===== config.mk =====
export PLATFORM = sky130hd
export DESIGN_NAME = gpb_ports
export DESIGN_NICKNAME = d
export VERILOG_FILES = /design/src/gpb_pkg.sv /design/src/gpb_ports.sv
export SDC_FILE = /design/constraint.sdc
export NUM_CORES = 1
export LEC_CHECK = 0
export BUFFER_PORTS_ARGS = -buffer_cell sky130_fd_sc_hd__buf_4
export CAP_MARGIN = 20
export CORE_MARGIN = 3
export CORE_UTILIZATION = 46
export CTS_BUF_LIST = sky130_fd_sc_hd__clkbuf_16
export DETAILED_ROUTE_END_ITERATION = 8
export HOLD_SLACK_MARGIN = 0.12
export PLACE_DENSITY = 0.76
export SLEW_MARGIN = 15
export SYNTH_ARGS = -nofsm -noshare
export SYNTH_HDL_FRONTEND = slang
export SYNTH_SLANG_ARGS = --single-unit

===== constraint.sdc =====
create_clock -name pclk -period 1.5 [get_ports pclk]
set_input_delay 0.225 -clock pclk [delete_from_list [all_inputs] [get_ports pclk]]
set_output_delay 0.225 -clock pclk [all_outputs]
set_load 0.02 [all_outputs]

===== src/gpb_pkg.sv =====
// Package of register indices, widths and field positions for the port B/C/D block
package gpb_pkg;
   // Register indices; byte address is four times the index
   localparam logic [3:0] IDX_B_LATCH  = 4'h1;
   localparam logic [3:0] IDX_C_LATCH  = 4'h2;
   localparam logic [3:0] IDX_D_LATCH  = 4'h3;
   localparam logic [3:0] IDX_B_DIR    = 4'h5;
   localparam logic [3:0] IDX_C_DIR    = 4'h6;
   localparam logic [3:0] IDX_D_DIR    = 4'h7;
   localparam logic [3:0] IDX_C_PULLUP = 4'h8;
   localparam logic [3:0] IDX_D_PULLUP = 4'h9;
   localparam int         IDX_LSB      = 2;
   localparam int         IDX_MSB      = 5;
   localparam int         ADDR_W       = 12;
   localparam int         DATA_W       = 32;
   // Port widths
   localparam int         B_W          = 8;
   localparam int         C_W          = 7;
   localparam int         D_W          = 8;
   // Converter channel field
   localparam int         ADC_CH_W     = 5;
   // Port D pin positions of shared functions
   localparam int         D_SEL_BIT    = 0;
   localparam int         D_MISO_BIT   = 1;
   localparam int         D_MOSI_BIT   = 2;
   localparam int         D_SCK_BIT    = 3;
   localparam int         D_T1_LO_BIT  = 4;
   localparam int         D_TMR_CH     = 4;
   // Reset values
   localparam logic [7:0] DIR_RST      = 8'h00;
   localparam logic [7:0] PULLUP_RST   = 8'h00;
endpackage


===== src/gpb_ports.sv =====
// Ports B, C and D: latches, direction, pullups, pin sharing and APB register slave
// Summary of operation
// - One writable latch per pin; reset leaves latch contents untouched.
// - Port B direction one enables the driver, zero makes the pin input.
// - Reset clears all port B direction bits.
// - Port B data read gives latch where output, synchronised pin where input.
// - Latch writes always accepted; for input pins readback still shows pin.
// - Converter channel selecting a port B pin forces it analog, overriding port.
// - Port C is seven bits; read gives latch for outputs, pin for inputs.
// - Reset clears port C direction; one selects output, zero input.
// - Port C pullup enable one connects the pullup, zero disconnects.
// - Port C pullup acts only while the pin is an input.
// - Timer two select fields give port D bits 6 and 7 to the timer.
// - Timer one select fields give port D bits 4 and 5 to the timer.
// - Serial clock and MOSI pins return to port use when interface disabled.
// - MISO pin on bit 1 serves the interface only while it is enabled.
// - Port D direction ignored on serial-owned pins but still picks read source.
// - Select pin bit 0 is port I/O when interface disabled or master.
// - While interface enabled as slave, direction bit 0 has no pin effect.
// - Port D data read gives latch for outputs, pin level for inputs.
// - Port D direction one drives the pin; reset clears all bits.
// - Port D pullup disabled whenever the pin is driven as output.
//
// The APB slave port was decided locally.
module gpb_ports
(
   // APB slave
   input  wire logic                        pclk,
   input  wire logic                        presetn,
   input  wire logic                        psel,
   input  wire logic                        penable,
   input  wire logic                        pwrite,
   input  wire logic [gpb_pkg::ADDR_W-1:0]  paddr,
   input  wire logic [gpb_pkg::DATA_W-1:0]  pwdata,
   output logic      [gpb_pkg::DATA_W-1:0]  prdata,
   output logic                             pready,
   output logic                             pslverr,
   // Port B pins
   input  wire logic [gpb_pkg::B_W-1:0]     port_b_pin_in,
   output logic      [gpb_pkg::B_W-1:0]     port_b_pin_out,
   output logic      [gpb_pkg::B_W-1:0]     port_b_pin_oe_n,
   output logic      [gpb_pkg::B_W-1:0]     analog_input_pins,
   // Port C pins
   input  wire logic [gpb_pkg::C_W-1:0]     port_c_pin_in,
   output logic      [gpb_pkg::C_W-1:0]     port_c_pin_out,
   output logic      [gpb_pkg::C_W-1:0]     port_c_pin_oe_n,
   output logic      [gpb_pkg::C_W-1:0]     port_c_pullup_on,
   // Port D pins
   input  wire logic [gpb_pkg::D_W-1:0]     port_d_pin_in,
   output logic      [gpb_pkg::D_W-1:0]     port_d_pin_out,
   output logic      [gpb_pkg::D_W-1:0]     port_d_pin_oe_n,
   output logic      [gpb_pkg::D_W-1:0]     port_d_pullup_on,
   // Converter control
   input  wire logic                        adc_enable,
   input  wire logic [gpb_pkg::ADC_CH_W-1:0] adc_channel_sel,
   // Serial interface enable and master select
   input  wire logic                        serial_if_enable,
   input  wire logic                        serial_master_select,
   // Timer channel select fields, one pair per port D bit 4..7
   input  wire logic [gpb_pkg::D_TMR_CH-1:0] edge_level_select_high,
   input  wire logic [gpb_pkg::D_TMR_CH-1:0] edge_level_select_low,
   // Peripheral drive for port D pins, bit 0 unused
   input  wire logic [gpb_pkg::D_W-1:0]     periph_d_out,
   input  wire logic [gpb_pkg::D_W-1:0]     periph_d_oe,
   output logic      [gpb_pkg::D_W-1:0]     periph_d_in
);

   // Register state
   logic [gpb_pkg::B_W-1:0] port_b_output_latch;
   logic [gpb_pkg::C_W-1:0] port_c_output_latch;
   logic [gpb_pkg::D_W-1:0] port_d_output_latch;
   logic [gpb_pkg::B_W-1:0] port_b_direction_bits;
   logic [gpb_pkg::C_W-1:0] port_c_direction_bits;
   logic [gpb_pkg::D_W-1:0] port_d_direction_bits;
   logic [gpb_pkg::C_W-1:0] port_c_pullup_enables;
   logic [gpb_pkg::D_W-1:0] port_d_pullup_enables;

   // Pin synchronisers
   logic [gpb_pkg::B_W-1:0] pin_b_meta_q;
   logic [gpb_pkg::B_W-1:0] pin_b_q;
   logic [gpb_pkg::C_W-1:0] pin_c_meta_q;
   logic [gpb_pkg::C_W-1:0] pin_c_q;
   logic [gpb_pkg::D_W-1:0] pin_d_meta_q;
   logic [gpb_pkg::D_W-1:0] pin_d_q;

   // Bus decode
   logic [3:0]  idx;
   logic        setup_ph;
   logic        wr_en;
   logic        hit;
   logic        wr_b_latch;
   logic        wr_c_latch;
   logic        wr_d_latch;
   logic        wr_b_dir;
   logic        wr_c_dir;
   logic        wr_d_dir;
   logic        wr_c_pu;
   logic        wr_d_pu;
   logic [31:0] rd_mux;

   assign idx        = paddr[gpb_pkg::IDX_MSB:gpb_pkg::IDX_LSB];
   assign setup_ph   = psel & ~penable;
   assign wr_en      = psel & penable & pready & pwrite & ~pslverr;
   assign wr_b_latch = wr_en & (idx == gpb_pkg::IDX_B_LATCH);
   assign wr_c_latch = wr_en & (idx == gpb_pkg::IDX_C_LATCH);
   assign wr_d_latch = wr_en & (idx == gpb_pkg::IDX_D_LATCH);
   assign wr_b_dir   = wr_en & (idx == gpb_pkg::IDX_B_DIR);
   assign wr_c_dir   = wr_en & (idx == gpb_pkg::IDX_C_DIR);
   assign wr_d_dir   = wr_en & (idx == gpb_pkg::IDX_D_DIR);
   assign wr_c_pu    = wr_en & (idx == gpb_pkg::IDX_C_PULLUP);
   assign wr_d_pu    = wr_en & (idx == gpb_pkg::IDX_D_PULLUP);

   // Read sources: latch where output, pin where input
   logic [gpb_pkg::B_W-1:0] rd_b;
   logic [gpb_pkg::C_W-1:0] rd_c;
   logic [gpb_pkg::D_W-1:0] rd_d;
   assign rd_b = (port_b_direction_bits & port_b_output_latch)
               | (~port_b_direction_bits & pin_b_q);
   assign rd_c = (port_c_direction_bits & port_c_output_latch)
               | (~port_c_direction_bits & pin_c_q);
   // Direction still picks the read source on serial- and timer-owned pins
   assign rd_d = (port_d_direction_bits & port_d_output_latch)
               | (~port_d_direction_bits & pin_d_q);

   assign hit = (paddr[gpb_pkg::ADDR_W-1:gpb_pkg::IDX_MSB+1] == '0)
              & (paddr[gpb_pkg::IDX_LSB-1:0] == '0)
              & ((idx == gpb_pkg::IDX_B_LATCH) | (idx == gpb_pkg::IDX_C_LATCH)
               | (idx == gpb_pkg::IDX_D_LATCH) | (idx == gpb_pkg::IDX_B_DIR)
               | (idx == gpb_pkg::IDX_C_DIR)   | (idx == gpb_pkg::IDX_D_DIR)
               | (idx == gpb_pkg::IDX_C_PULLUP) | (idx == gpb_pkg::IDX_D_PULLUP));

   always_comb
   begin
      rd_mux = '0;
      unique case (idx)
         gpb_pkg::IDX_B_LATCH:  rd_mux[gpb_pkg::B_W-1:0] = rd_b;
         gpb_pkg::IDX_C_LATCH:  rd_mux[gpb_pkg::C_W-1:0] = rd_c;
         gpb_pkg::IDX_D_LATCH:  rd_mux[gpb_pkg::D_W-1:0] = rd_d;
         gpb_pkg::IDX_B_DIR:    rd_mux[gpb_pkg::B_W-1:0] = port_b_direction_bits;
         gpb_pkg::IDX_C_DIR:    rd_mux[gpb_pkg::C_W-1:0] = port_c_direction_bits;
         gpb_pkg::IDX_D_DIR:    rd_mux[gpb_pkg::D_W-1:0] = port_d_direction_bits;
         gpb_pkg::IDX_C_PULLUP: rd_mux[gpb_pkg::C_W-1:0] = port_c_pullup_enables;
         gpb_pkg::IDX_D_PULLUP: rd_mux[gpb_pkg::D_W-1:0] = port_d_pullup_enables;
         default:               rd_mux = '0;
      endcase
   end

   // Answer in the first access cycle; data captured at the setup edge
   always_ff @(posedge pclk or negedge presetn)
   begin
      if (!presetn)
      begin
         pready  <= 1'b0;
         pslverr <= 1'b0;
         prdata  <= '0;
      end
      else
      begin
         pready  <= setup_ph;
         pslverr <= setup_ph & ~hit;
         if (setup_ph)
            prdata <= (hit & ~pwrite) ? rd_mux : '0;
      end
   end

   // Latches have no reset so contents survive a system reset
   always_ff @(posedge pclk)
   begin
      if (wr_b_latch)
         port_b_output_latch <= pwdata[gpb_pkg::B_W-1:0];
      if (wr_c_latch)
         port_c_output_latch <= pwdata[gpb_pkg::C_W-1:0];
      if (wr_d_latch)
         port_d_output_latch <= pwdata[gpb_pkg::D_W-1:0];
   end

   always_ff @(posedge pclk or negedge presetn)
   begin
      if (!presetn)
      begin
         port_b_direction_bits <= gpb_pkg::DIR_RST;
         port_c_direction_bits <= gpb_pkg::DIR_RST[gpb_pkg::C_W-1:0];
         port_d_direction_bits <= gpb_pkg::DIR_RST;
         port_c_pullup_enables <= gpb_pkg::PULLUP_RST[gpb_pkg::C_W-1:0];
         port_d_pullup_enables <= gpb_pkg::PULLUP_RST;
      end
      else
      begin
         if (wr_b_dir)
            port_b_direction_bits <= pwdata[gpb_pkg::B_W-1:0];
         if (wr_c_dir)
            port_c_direction_bits <= pwdata[gpb_pkg::C_W-1:0];
         if (wr_d_dir)
            port_d_direction_bits <= pwdata[gpb_pkg::D_W-1:0];
         if (wr_c_pu)
            port_c_pullup_enables <= pwdata[gpb_pkg::C_W-1:0];
         if (wr_d_pu)
            port_d_pullup_enables <= pwdata[gpb_pkg::D_W-1:0];
      end
   end

   // Two-stage synchronisers; only the second stage feeds logic
   always_ff @(posedge pclk or negedge presetn)
   begin
      if (!presetn)
      begin
         pin_b_meta_q <= '0;
         pin_b_q      <= '0;
         pin_c_meta_q <= '0;
         pin_c_q      <= '0;
         pin_d_meta_q <= '0;
         pin_d_q      <= '0;
      end
      else
      begin
         pin_b_meta_q <= port_b_pin_in;
         pin_b_q      <= pin_b_meta_q;
         pin_c_meta_q <= port_c_pin_in;
         pin_c_q      <= pin_c_meta_q;
         pin_d_meta_q <= port_d_pin_in;
         pin_d_q      <= pin_d_meta_q;
      end
   end

   // Port D ownership by shared peripherals
   logic [gpb_pkg::D_W-1:0] d_owned;
   logic [gpb_pkg::D_W-1:0] d_drive_en;
   logic [gpb_pkg::D_W-1:0] d_drive_val;
   logic [gpb_pkg::B_W-1:0] b_analog;
   logic [gpb_pkg::B_W-1:0] b_drive_en;
   logic [gpb_pkg::C_W-1:0] c_pull;
   logic [gpb_pkg::D_W-1:0] d_pull;

   // Select pin is a slave input only; master mode hands it back to the port
   assign d_owned[gpb_pkg::D_SEL_BIT]  = serial_if_enable & ~serial_master_select;
   assign d_owned[gpb_pkg::D_MISO_BIT] = serial_if_enable;
   assign d_owned[gpb_pkg::D_MOSI_BIT] = serial_if_enable;
   assign d_owned[gpb_pkg::D_SCK_BIT]  = serial_if_enable;

   genvar g;
   generate
      for (g = 0; g < gpb_pkg::D_TMR_CH; g++)
      begin : g_tmr
         // Any nonzero select field gives the pin to the timer channel
         assign d_owned[gpb_pkg::D_T1_LO_BIT+g] =
            edge_level_select_high[g] | edge_level_select_low[g];
      end
      for (g = 0; g < gpb_pkg::D_W; g++)
      begin : g_d
         assign d_drive_en[g]  = d_owned[g] ? (periph_d_oe[g] & (g != gpb_pkg::D_SEL_BIT))
                                            : port_d_direction_bits[g];
         assign d_drive_val[g] = d_owned[g] ? periph_d_out[g]
                                            : port_d_output_latch[g];
      end
      for (g = 0; g < gpb_pkg::B_W; g++)
      begin : g_b
         assign b_analog[g] = adc_enable
                            & (adc_channel_sel == gpb_pkg::ADC_CH_W'(g));
      end
   endgenerate

   assign b_drive_en = port_b_direction_bits & ~b_analog;
   assign c_pull     = port_c_pullup_enables & ~port_c_direction_bits;
   assign d_pull     = port_d_pullup_enables & ~d_drive_en;

   // Registered pin drivers; a one-cycle lag after register writes is accepted
   always_ff @(posedge pclk or negedge presetn)
   begin
      if (!presetn)
      begin
         port_b_pin_out    <= '0;
         port_b_pin_oe_n   <= '1;
         analog_input_pins <= '0;
         port_c_pin_out    <= '0;
         port_c_pin_oe_n   <= '1;
         port_c_pullup_on  <= '0;
         port_d_pin_out    <= '0;
         port_d_pin_oe_n   <= '1;
         port_d_pullup_on  <= '0;
         periph_d_in       <= '0;
      end
      else
      begin
         port_b_pin_out    <= port_b_output_latch;
         port_b_pin_oe_n   <= ~b_drive_en;
         analog_input_pins <= b_analog;
         port_c_pin_out    <= port_c_output_latch;
         port_c_pin_oe_n   <= ~port_c_direction_bits;
         port_c_pullup_on  <= c_pull;
         port_d_pin_out    <= d_drive_val;
         port_d_pin_oe_n   <= ~d_drive_en;
         port_d_pullup_on  <= d_pull;
         periph_d_in       <= pin_d_q;
      end
   end
endmodule


# Word-level counts from Yosys, hierarchy flattened
# Cells that the tools add are included.
dict set report classes {
  reduce_logical 3
  eq_ne 15
  mux 19
  n_bitwise 60
}
# operator count
set ops {}
lappend ops {{case mux 7 bit (8 select lines)} 1}
lappend ops {{AND 8 bit} 6}
lappend ops {{inverter 8 bit} 5}
lappend ops {{AND 1 bit} 26}
lappend ops {{AND 7 bit} 3}
lappend ops {{== test 5 x 3 -> 1 bit, second input constant} 4}
lappend ops {{two-way mux 1 bit} 16}
lappend ops {{bitwise OR 8 bit} 2}
lappend ops {{== test 4 x 3 -> 1 bit, second input constant} 3}
lappend ops {{bitwise OR 1 bit} 11}
lappend ops {{== test 5 x 2 -> 1 bit, second input constant} 2}
lappend ops {{== test 4 x 2 -> 1 bit, second input constant} 2}
lappend ops {{== test 4 bit, second input constant} 2}
lappend ops {{two-way mux 8 bit} 1}
lappend ops {{inverter 7 bit} 1}
lappend ops {{bitwise OR 7 bit} 1}
lappend ops {{zero test 6 bit} 1}
lappend ops {{== test 5 x 1 -> 1 bit, second input constant} 1}
lappend ops {{zero test 5 bit} 1}
lappend ops {{inverter 1 bit} 5}
lappend ops {{case mux 1 bit (5 select lines)} 1}
lappend ops {{== test 4 x 1 -> 1 bit, second input constant} 1}
lappend ops {{zero test 2 bit} 1}
dict set report word_totals {
  regBits 218
  word_cells 124
  out_inout_bits 111
  inputBits 104
}

# Depth between registers and ports, before layout
# Gate-level depths: netlist of run 1.
dict set report logic_depth {
  ltp_word 11
  ltp_mapped 6
  ltp_nobuf 4
}

# Worst setup path before layout of run 1
# Ideal clock, no wire load.
dict set report synth_timing {
  kind {in2reg}
  startpoint {in paddr[4] (netlist name)}
  endpoint {reg port_b_output_latch[0] (netlist name), enable pin}
  path_slack_ns -0.395
  setup_ns 0.370
  path_buffers 2
  path_stages 4
  required_ns 1.130
  arrival_time_ns 1.524
  cell_sequence {clkbuf_2 > or4b_2 > buf_2 > nor2_1}
}
dict set report synth_via {
  elab_chain_cells 2
}
# item line
set synth_lines {}
lappend synth_lines {{from (decl)} gpb_ports.sv:33} ;# input wire logic [gpb_pkg::ADDR_W-1:0] paddr,
lappend synth_lines {{== test 4 x 1 -> 1 bit} gpb_ports.sv:104} ;# assign wr_b_latch = wr_en & (idx == gpb_pkg::IDX_B_LATCH);
lappend synth_lines {{AND 1 bit} gpb_ports.sv:104}
lappend synth_lines {{net wr_b_latch} gpb_ports.sv:91} ;# logic wr_b_latch;
lappend synth_lines {{to (signal assigned)} gpb_ports.sv:170} ;# port_b_output_latch <= pwdata[gpb_pkg::B_W-1:0];
lappend synth_lines {{to (decl)} gpb_ports.sv:69} ;# logic [gpb_pkg::B_W-1:0] port_b_output_latch;
# The timed path passes the listed nets, and every way through them passes these cells.
# A chain may end at the register's enable or synchronous reset.

# Worst setup path in the final report of run 1
dict set report layout_timing {
  startpoint {reg pslverr}
  endpoint {reg port_c_pullup_enables[0] (netlist name)}
}
dict set report layout_via {
  elab_chain_cells 3
}
# item line
set layout_lines {}
lappend layout_lines {{from (decl)} gpb_ports.sv:37} ;# output logic pslverr,
lappend layout_lines {{from (signal assigned)} gpb_ports.sv:160} ;# pslverr <= setup_ph & ~hit;
lappend layout_lines {{inverter 1 bit} gpb_ports.sv:103} ;# assign wr_en = psel & penable & pready & pwrite & ~pslverr;
lappend layout_lines {{AND 1 bit} gpb_ports.sv:103}
lappend layout_lines {{AND 1 bit} gpb_ports.sv:110} ;# assign wr_c_pu = wr_en & (idx == gpb_pkg::IDX_C_PULLUP);
lappend layout_lines {{to (signal assigned)} gpb_ports.sv:184} ;# port_c_pullup_enables <= gpb_pkg::PULLUP_RST[gpb_pkg::C_W-1:0];
lappend layout_lines {{to (signal assigned)} gpb_ports.sv:196} ;# port_c_pullup_enables <= pwdata[gpb_pkg::C_W-1:0];
lappend layout_lines {{to (decl)} gpb_ports.sv:75} ;# logic [gpb_pkg::C_W-1:0] port_c_pullup_enables;
# No other way between the ends.

==> results of run 1 <==
[registers in the layout, summed over array words and instances (netlist names), 8 cells and up]
register and cells:
port_d_pullup_on 8, port_d_pin_out 8, pin_b_meta_q 8, port_b_pin_out 8, pin_d_meta_q 8, periph_d_in 8, prdata 8, port_d_pin_oe_n 8
port_d_output_latch 8, port_d_pullup_enables 8, port_b_pin_oe_n 8, port_b_output_latch 8, pin_b_q 8, analog_input_pins 8, pin_d_q 8, port_b_direction_bits 8
port_d_direction_bits 8
[worst register-to-register path: stages, from the launching register on]
cell and delay [ps]:
dfrtp_1 390, nor2b_2 130, nand4_1 140, or3_4 400, buf_6 150, mux2_4 300
[per-layer routing]
metal | up-vias | GRT usage (%) | wire length (microns)
li1 | 2129 | - | -
met1 | 2340 | 28.28 | 7130
met2 | 196 | 35.82 | 9047
met3 | 36 | 5.771 | 1273
met4 | 0 | 10.13 | 543
met5 | - | 0 | 0
[cells by family (layout without fill, tap and decap cells)]
| kind of cell | count (synthesis) | after routing |
|---|---|---|
| flops | 194 | 194 |
| buf+inv | 53 | 322 |
| mux | 84 | 84 |
| other cells | 1 | 24 |
| simple gates | 78 | 78 |
| compound gates | 47 | 47 |
[cells in the final DEF, fill, tap and decap left out, types with 17 or more instances in the layout]
cell             n
buf_4          206
clkbuf_16       17
conb_1          24
dfrtp_1        147
dfstp_2         23
dlygate4sd3_1   57
edfxtp_1        23
inv_1           19
mux2_2          38
mux2i_1         38
[per-stage QoR]
step           cells  power, mW  hold slack [ps]  utilization, %  setup WS [ps]
6_report         933      11.06            161.1           67.94         -135.8
5_1_grt          933      11.47            151.5           67.94         -170.1
4_1_cts          932      11.13            148.3           67.77         -133.1
3_5_place_dp     841      6.581            143.2           59.66         -292.9
3_3_place_gp     841      6.552            136.9           59.66         -221.9
2_1_floorplan    480      6.077           -70.59               -         -228.0
[layout make-up]
class	count	area [sq um]	area share (%)
Clock buffer	17	425.4	4.260
Clock inverter	15	152.6	1.528
Inverter	15	56.30	0.5638
Multi-Input combinational cell	233	1827	18.29
Sequential cell	194	5000	50.06
Tap cell	184	230.2	2.305
Timing Repair Buffer	275	2296	22.99
[report_power, final]
part | total [mW] | internal (mW) | switching [mW] | leakage [nW]
clock network | 4.44 | 2.58 | 1.86 | 0.297
registers | 5.61 | 5.51 | 0.0979 | 2.33
logic | 1.01 | 0.512 | 0.498 | 2.02
total | 11.1 | 8.60 | 2.45 | 4.64
[worst paths after layout]
kind	slack, ps	from	to	depth (start not counted)
worst max-delay path	-140	pslverr	port_c_pullup_enables[0]	5
worst min-delay path	160	serial_if_enable	port_d_pin_out[1]	2
max in group asynchronous	600	presetn	port_c_pin_oe_n[1]	3
worst min register to register	350	pin_d_meta_q[2]	pin_d_q[2]	0
worst max register to register	-140	pslverr	port_c_pullup_enables[0]	5
min in group asynchronous	260	presetn	analog_input_pins[0]	2
[timing repair]
item	4_1_cts	5_1_grt
pin swaps	3	2
buffers inserted	2	2
setup endpoints to repair	43	36
hold buffers	58	0
hold endpoints to repair	264	0
resized for setup	7	7
==> impl_metrics.ini, run 1 <==
[outcome]
outcome = finished, violations left
violations = negative setup slack

[grt]
overflow = 0
grt_pass1_wl_microns = 27180
grt_util_all_layers_pct = 22.16
antenna_found_initial = 0
grt_pass1_vias = 4946
grt_max_degree = 39

[synth]
synth_common_cells = dfrtp_1, mux2_2, mux2i_1
synth_fa_ha_area_share_pct = 0
synthDistinctLibCells = 39
syn_avg_cell_area_sq_um = 15.32
synth_xor_area_share_pct = 0
ys_seq_area_share_pct = 71.39
synth_top_family_by_area = multiplexers
synth.most_common_cell = dfrtp_1
synthCells = 457
synth_compound_area_share_pct = 4.521
synth_area_leaders = dfrtp_1, edfxtp_1, dfstp_2
synth_top_area_share_pct = 52.89
synth_seq_cells = 194
muxShareOfSynthArea_pct = 13.21
synth-edff-count = 23
ys_warn_count = 0
ys.flop_type = dfrtp_1
syn_area_sq_mm = 0.007002
synth-simple-area-share_pct = 6.397
yosys.area.top_type = dfrtp_1
async_flop_share_pct = 88.14

[route]
drt-pass1-iter-count = 5
drtAntennaViolNets = 0
drt-total-wl_microns = 18000
wl_per_cell_microns = 19.29
via_count = 4701
drtIter0Drc = 288
remaining_drc_errors = 0
vias_per_cell = 5.039

[place]
placed_area_sq_mm = 0.008770
place.gp.congestion = 0.8556
buffer_ports.inserted = 165
dp.final_hpwl_microns = 12670

[timing]
setup_viol = 32
slew_violations = 0
slew-limit-headroom_pct = 65.11
final.setup.worst_slack_ps = -135.8
hold_violations = 0
worst_slew_pin_slew_ps = 515.9
timing.fmax_mhz = 611.3
period_minus_slack_ps = 1636
final.setup.tns_ps = -2355
period_share_pct = 109.1
rsz0062_at_grt = true
clock_skew_ps = 7.025

[job]
drv_cap = 0

[setup_path]
path_buf_inv = 1
path_class = reg2reg
crit_path_top_delay_cell = or3_4
cp.required_ps = 1810
crit_path_cell_trace = nor2b_2 > nand4_1 > or3_4 > buf_6 > mux2_4
cp_top_family = simple AND/OR/NAND/NOR gates
cp.arrival_ps = 1950
endpoint_kind = flop
critical_path.max_stage_delay_ps = 400
worstSetupStartpointType = flop
path_max_fanout = 5

[hold_path]
hold_class = in2reg

[die]
dieHeight_microns = 129.4
start_util_pct = 47.63
core_sq_mm = 0.01470
die_w_microns = 129.4
rows = 44
dieArea_sq_mm = 0.01674
pin_count = 215

[final_layout]
diodes = 0
fin_nets = 840
drive_above_1_share_pct = 43.26
fillCellCount = 1045
finalInstanceArea_sq_mm = 0.009987
area_growth_syn_to_layout_pct = 42.64

[cts]
numCtsBuffers = 17
clock_path_buffers = 2
clk_root_buffer_cell = clkbuf_16
cts.sinks = 194
cts.htree.levels = 4
clk-insertion-delay-late_ps = 430
cts_tree = yes
path_clk_slew_ps = 70

[power]
cellPowerDensity_mw_per_mm2 = 1107
max-vdd-ir-drop_mv = 0.6959
p_leak_nw = 4.643
No activity file was read; power rests on OpenSTA's default activity.
==> run 2: changes to the inputs <==
--- a/config.mk
+++ b/config.mk
@@ -13,6 +13,7 @@
 export DETAILED_ROUTE_END_ITERATION = 8
 export HOLD_SLACK_MARGIN = 0.12
 export PLACE_DENSITY = 0.76
+export SETUP_SLACK_MARGIN = 0.05
 export SLEW_MARGIN = 15
 export SYNTH_ARGS = -nofsm -noshare
 export SYNTH_HDL_FRONTEND = slang
==> impl_metrics.ini, run 2 (same netlist as run 1, synthesis figures left out) <==
[timing]
slew_violations = 0
setup_viol = 30
clock_skew_ps = 5.138
rsz0062_at_grt = true
holdWs_ps = 179.0
period_minus_slack_ps = 1634
hold_violations = 0
final.setup.worst_slack_ps = -134.1
timing.fmax_mhz = 611.9
period_share_pct = 108.9

[setup_path]
crit_path_end = port_c_direction_bits[5]
r2r_slack_ps = -130
path_class = reg2reg
worstSetupStartpointType = flop
cp_top_family = simple AND/OR/NAND/NOR gates
endpoint_kind = flop
crit_path_top_delay_cell = dfrtp_1
rr_worst_depth = 6
cp_common_cell = buf_6
r2r_end = port_c_direction_bits[5]
cp.depth = 6
crit_start = pslverr
path_buf_inv = 2
cp.arrival_ps = 1940
rr_startpoint = pslverr
critical_path.max_stage_delay_ps = 400
path_max_fanout = 4
cp.required_ps = 1800
crit_path_cell_trace = nor2b_2 > and4_4 > nand4b_1 > buf_6 > buf_6 > mux2_4

[route]
via_count = 4711
drt-total-wl_microns = 17550
vias_per_cell = 5.071
drtIter0Drc = 272
remaining_drc_errors = 0
drtAntennaViolNets = 0
drt-pass1-iter-count = 5
wl_per_cell_microns = 18.89

[cts]
cts.sinks = 194
path_clk_slew_ps = 70
cts.htree.levels = 4
clk-insertion-delay-late_ps = 420
numCtsBuffers = 17
clock_path_buffers = 2
clk_root_buffer_cell = clkbuf_16
cts_tree = yes

[die]
die_w_microns = 129.4
rows = 44
start_util_pct = 47.63
core_sq_mm = 0.01470
dieHeight_microns = 129.4
pin_count = 215
dieArea_sq_mm = 0.01674

[grt]
use_met2_pct = 34.97
overflow = 0
grt_pass1_vias = 4885
met1_usage_pct = 28.89
use_met3_pct = 5.977
grt_util_all_layers_pct = 21.75
grt_max_degree = 51
grt_busiest_layer = met2
grt_pass1_wl_microns = 27000
antenna_found_initial = 0

[outcome]
violations = negative setup slack
outcome = finished, violations left

[power]
power_frac_seq_pct = 50.8
max-vdd-ir-drop_mv = 0.6936
p_leak_nw = 4.626
p_sw_share_pct = 22.97
p_clk_share_pct = 40.1
cellPowerDensity_mw_per_mm2 = 1098
p_switching_mw = 2.531
p_comb_share_pct = 9.1
intPower_mw = 8.490

[hold_path]
hold_class = in2reg

[place]
placed_area_sq_mm = 0.008727
buffer_ports.inserted = 165
dp.final_hpwl_microns = 12070
place_inst = 838
place.gp.congestion = 0.9043

[final_layout]
post-route-util_pct = 68.27
area_growth_syn_to_layout_pct = 43.32
fin_cells = 929
final_cell_mix = buf_4, dfrtp_1, dlygate4sd3_1
fin_nets = 836
diodes = 0
mostFrequentLayoutCell = buf_4
finalInstanceArea_sq_mm = 0.01003
drive_above_1_share_pct = 44.56

[job]
drv_cap = 0
run 2: changes by cell type in the layout (fill, tap and decap cells not counted), moves of 2 or more:
cell | previous run | this run
a2111oi_2 | 0 | 3
mux2_4 | 8 | 13
dfrtp_1 | 147 | 144
nor2_4 | 1 | 3
dfrtp_2 | 1 | 4
inv_6 | 1 | 6
nor2_2 | 2 | 0
mux2_2 | 38 | 33
buf_6 | 7 | 14
buf_12 | 5 | 3
buf_4 | 206 | 196
inv_1 | 19 | 15
a2111oi_0 | 6 | 2
run 2: tightest hold or removal path: cells and delay by family:
kind,cells,cell delay [ps]
mux,1,210
buf+inv,1,70
simple gates,1,50
run 2: worst min-delay path by stage:
| stage | depth (start not counted) | to | from | slack (ps) |
|---|---|---|---|---|
| CTS | 3 | port_d_pin_out[4] | edge_level_select_high[0] | 150 |
| floorplan | 0 | analog_input_pins[0] | presetn | -70 |
| detailed placement | 1 | port_d_pin_out[5] | presetn | 120 |
| finish | 3 | port_d_pin_out[7] | edge_level_select_high[3] | 180 |
| global placement | 1 | port_d_pin_out[5] | presetn | 110 |
| global route | 3 | port_d_pin_out[7] | edge_level_select_high[3] | 170 |
run 2: through the flow:
stage                     TNS (ps)  total power, mW  setup slack [ps]
after detailed placement     -8741            6.562            -256.3
final                        -2455            11.02            -134.1
after CTS                   -913.3            11.14            -100.3
after global routing         -5095            11.44            -205.8
after global placement       -6889            6.537            -224.1
after floorplan              -7496            6.079            -228.0
run 2: layout make-up:
class	count	area, sq um
multi-input combinational	233	1889
clock buffer	17	425.4
clock inverter	15	155.1
tap	184	230.2
inverter	15	56.30
sequential	194	5004
timing repair buffer	271	2275
fill	981	4664
run 2: timing repair:
| item | 4_1_cts | 5_1_grt |
|---|---|---|
| setup endpoints to repair | 48 | 69 |
| hold buffers | 58 | 0 |
| gates resized for setup | 23 | 19 |
| endpoints found under the hold margin | 259 | 0 |
| setup buffers | 3 | 2 |
| pin swaps | 5 | 2 |
run 2: power groups by stage:
stage                     Clock, mW  Sequential, mW  Combinational (mW)
after detailed placement          0            5.70               0.863
final                          4.42            5.60               0.999
after floorplan                   0            5.76               0.319
after global routing           4.74            5.62                1.08
after CTS                      4.54            5.60               0.995
after global placement            0            5.69               0.844
run 2: metal layers:
metal  routed length (microns)  vias up  part of all wire [%]
li1                          -     2118                     -
met1                      7259     2360                    41
met2                      8647      200                    49
met3                      1223       33                   7.0
met4                       419        0                   2.4
met5                         0        -                     0
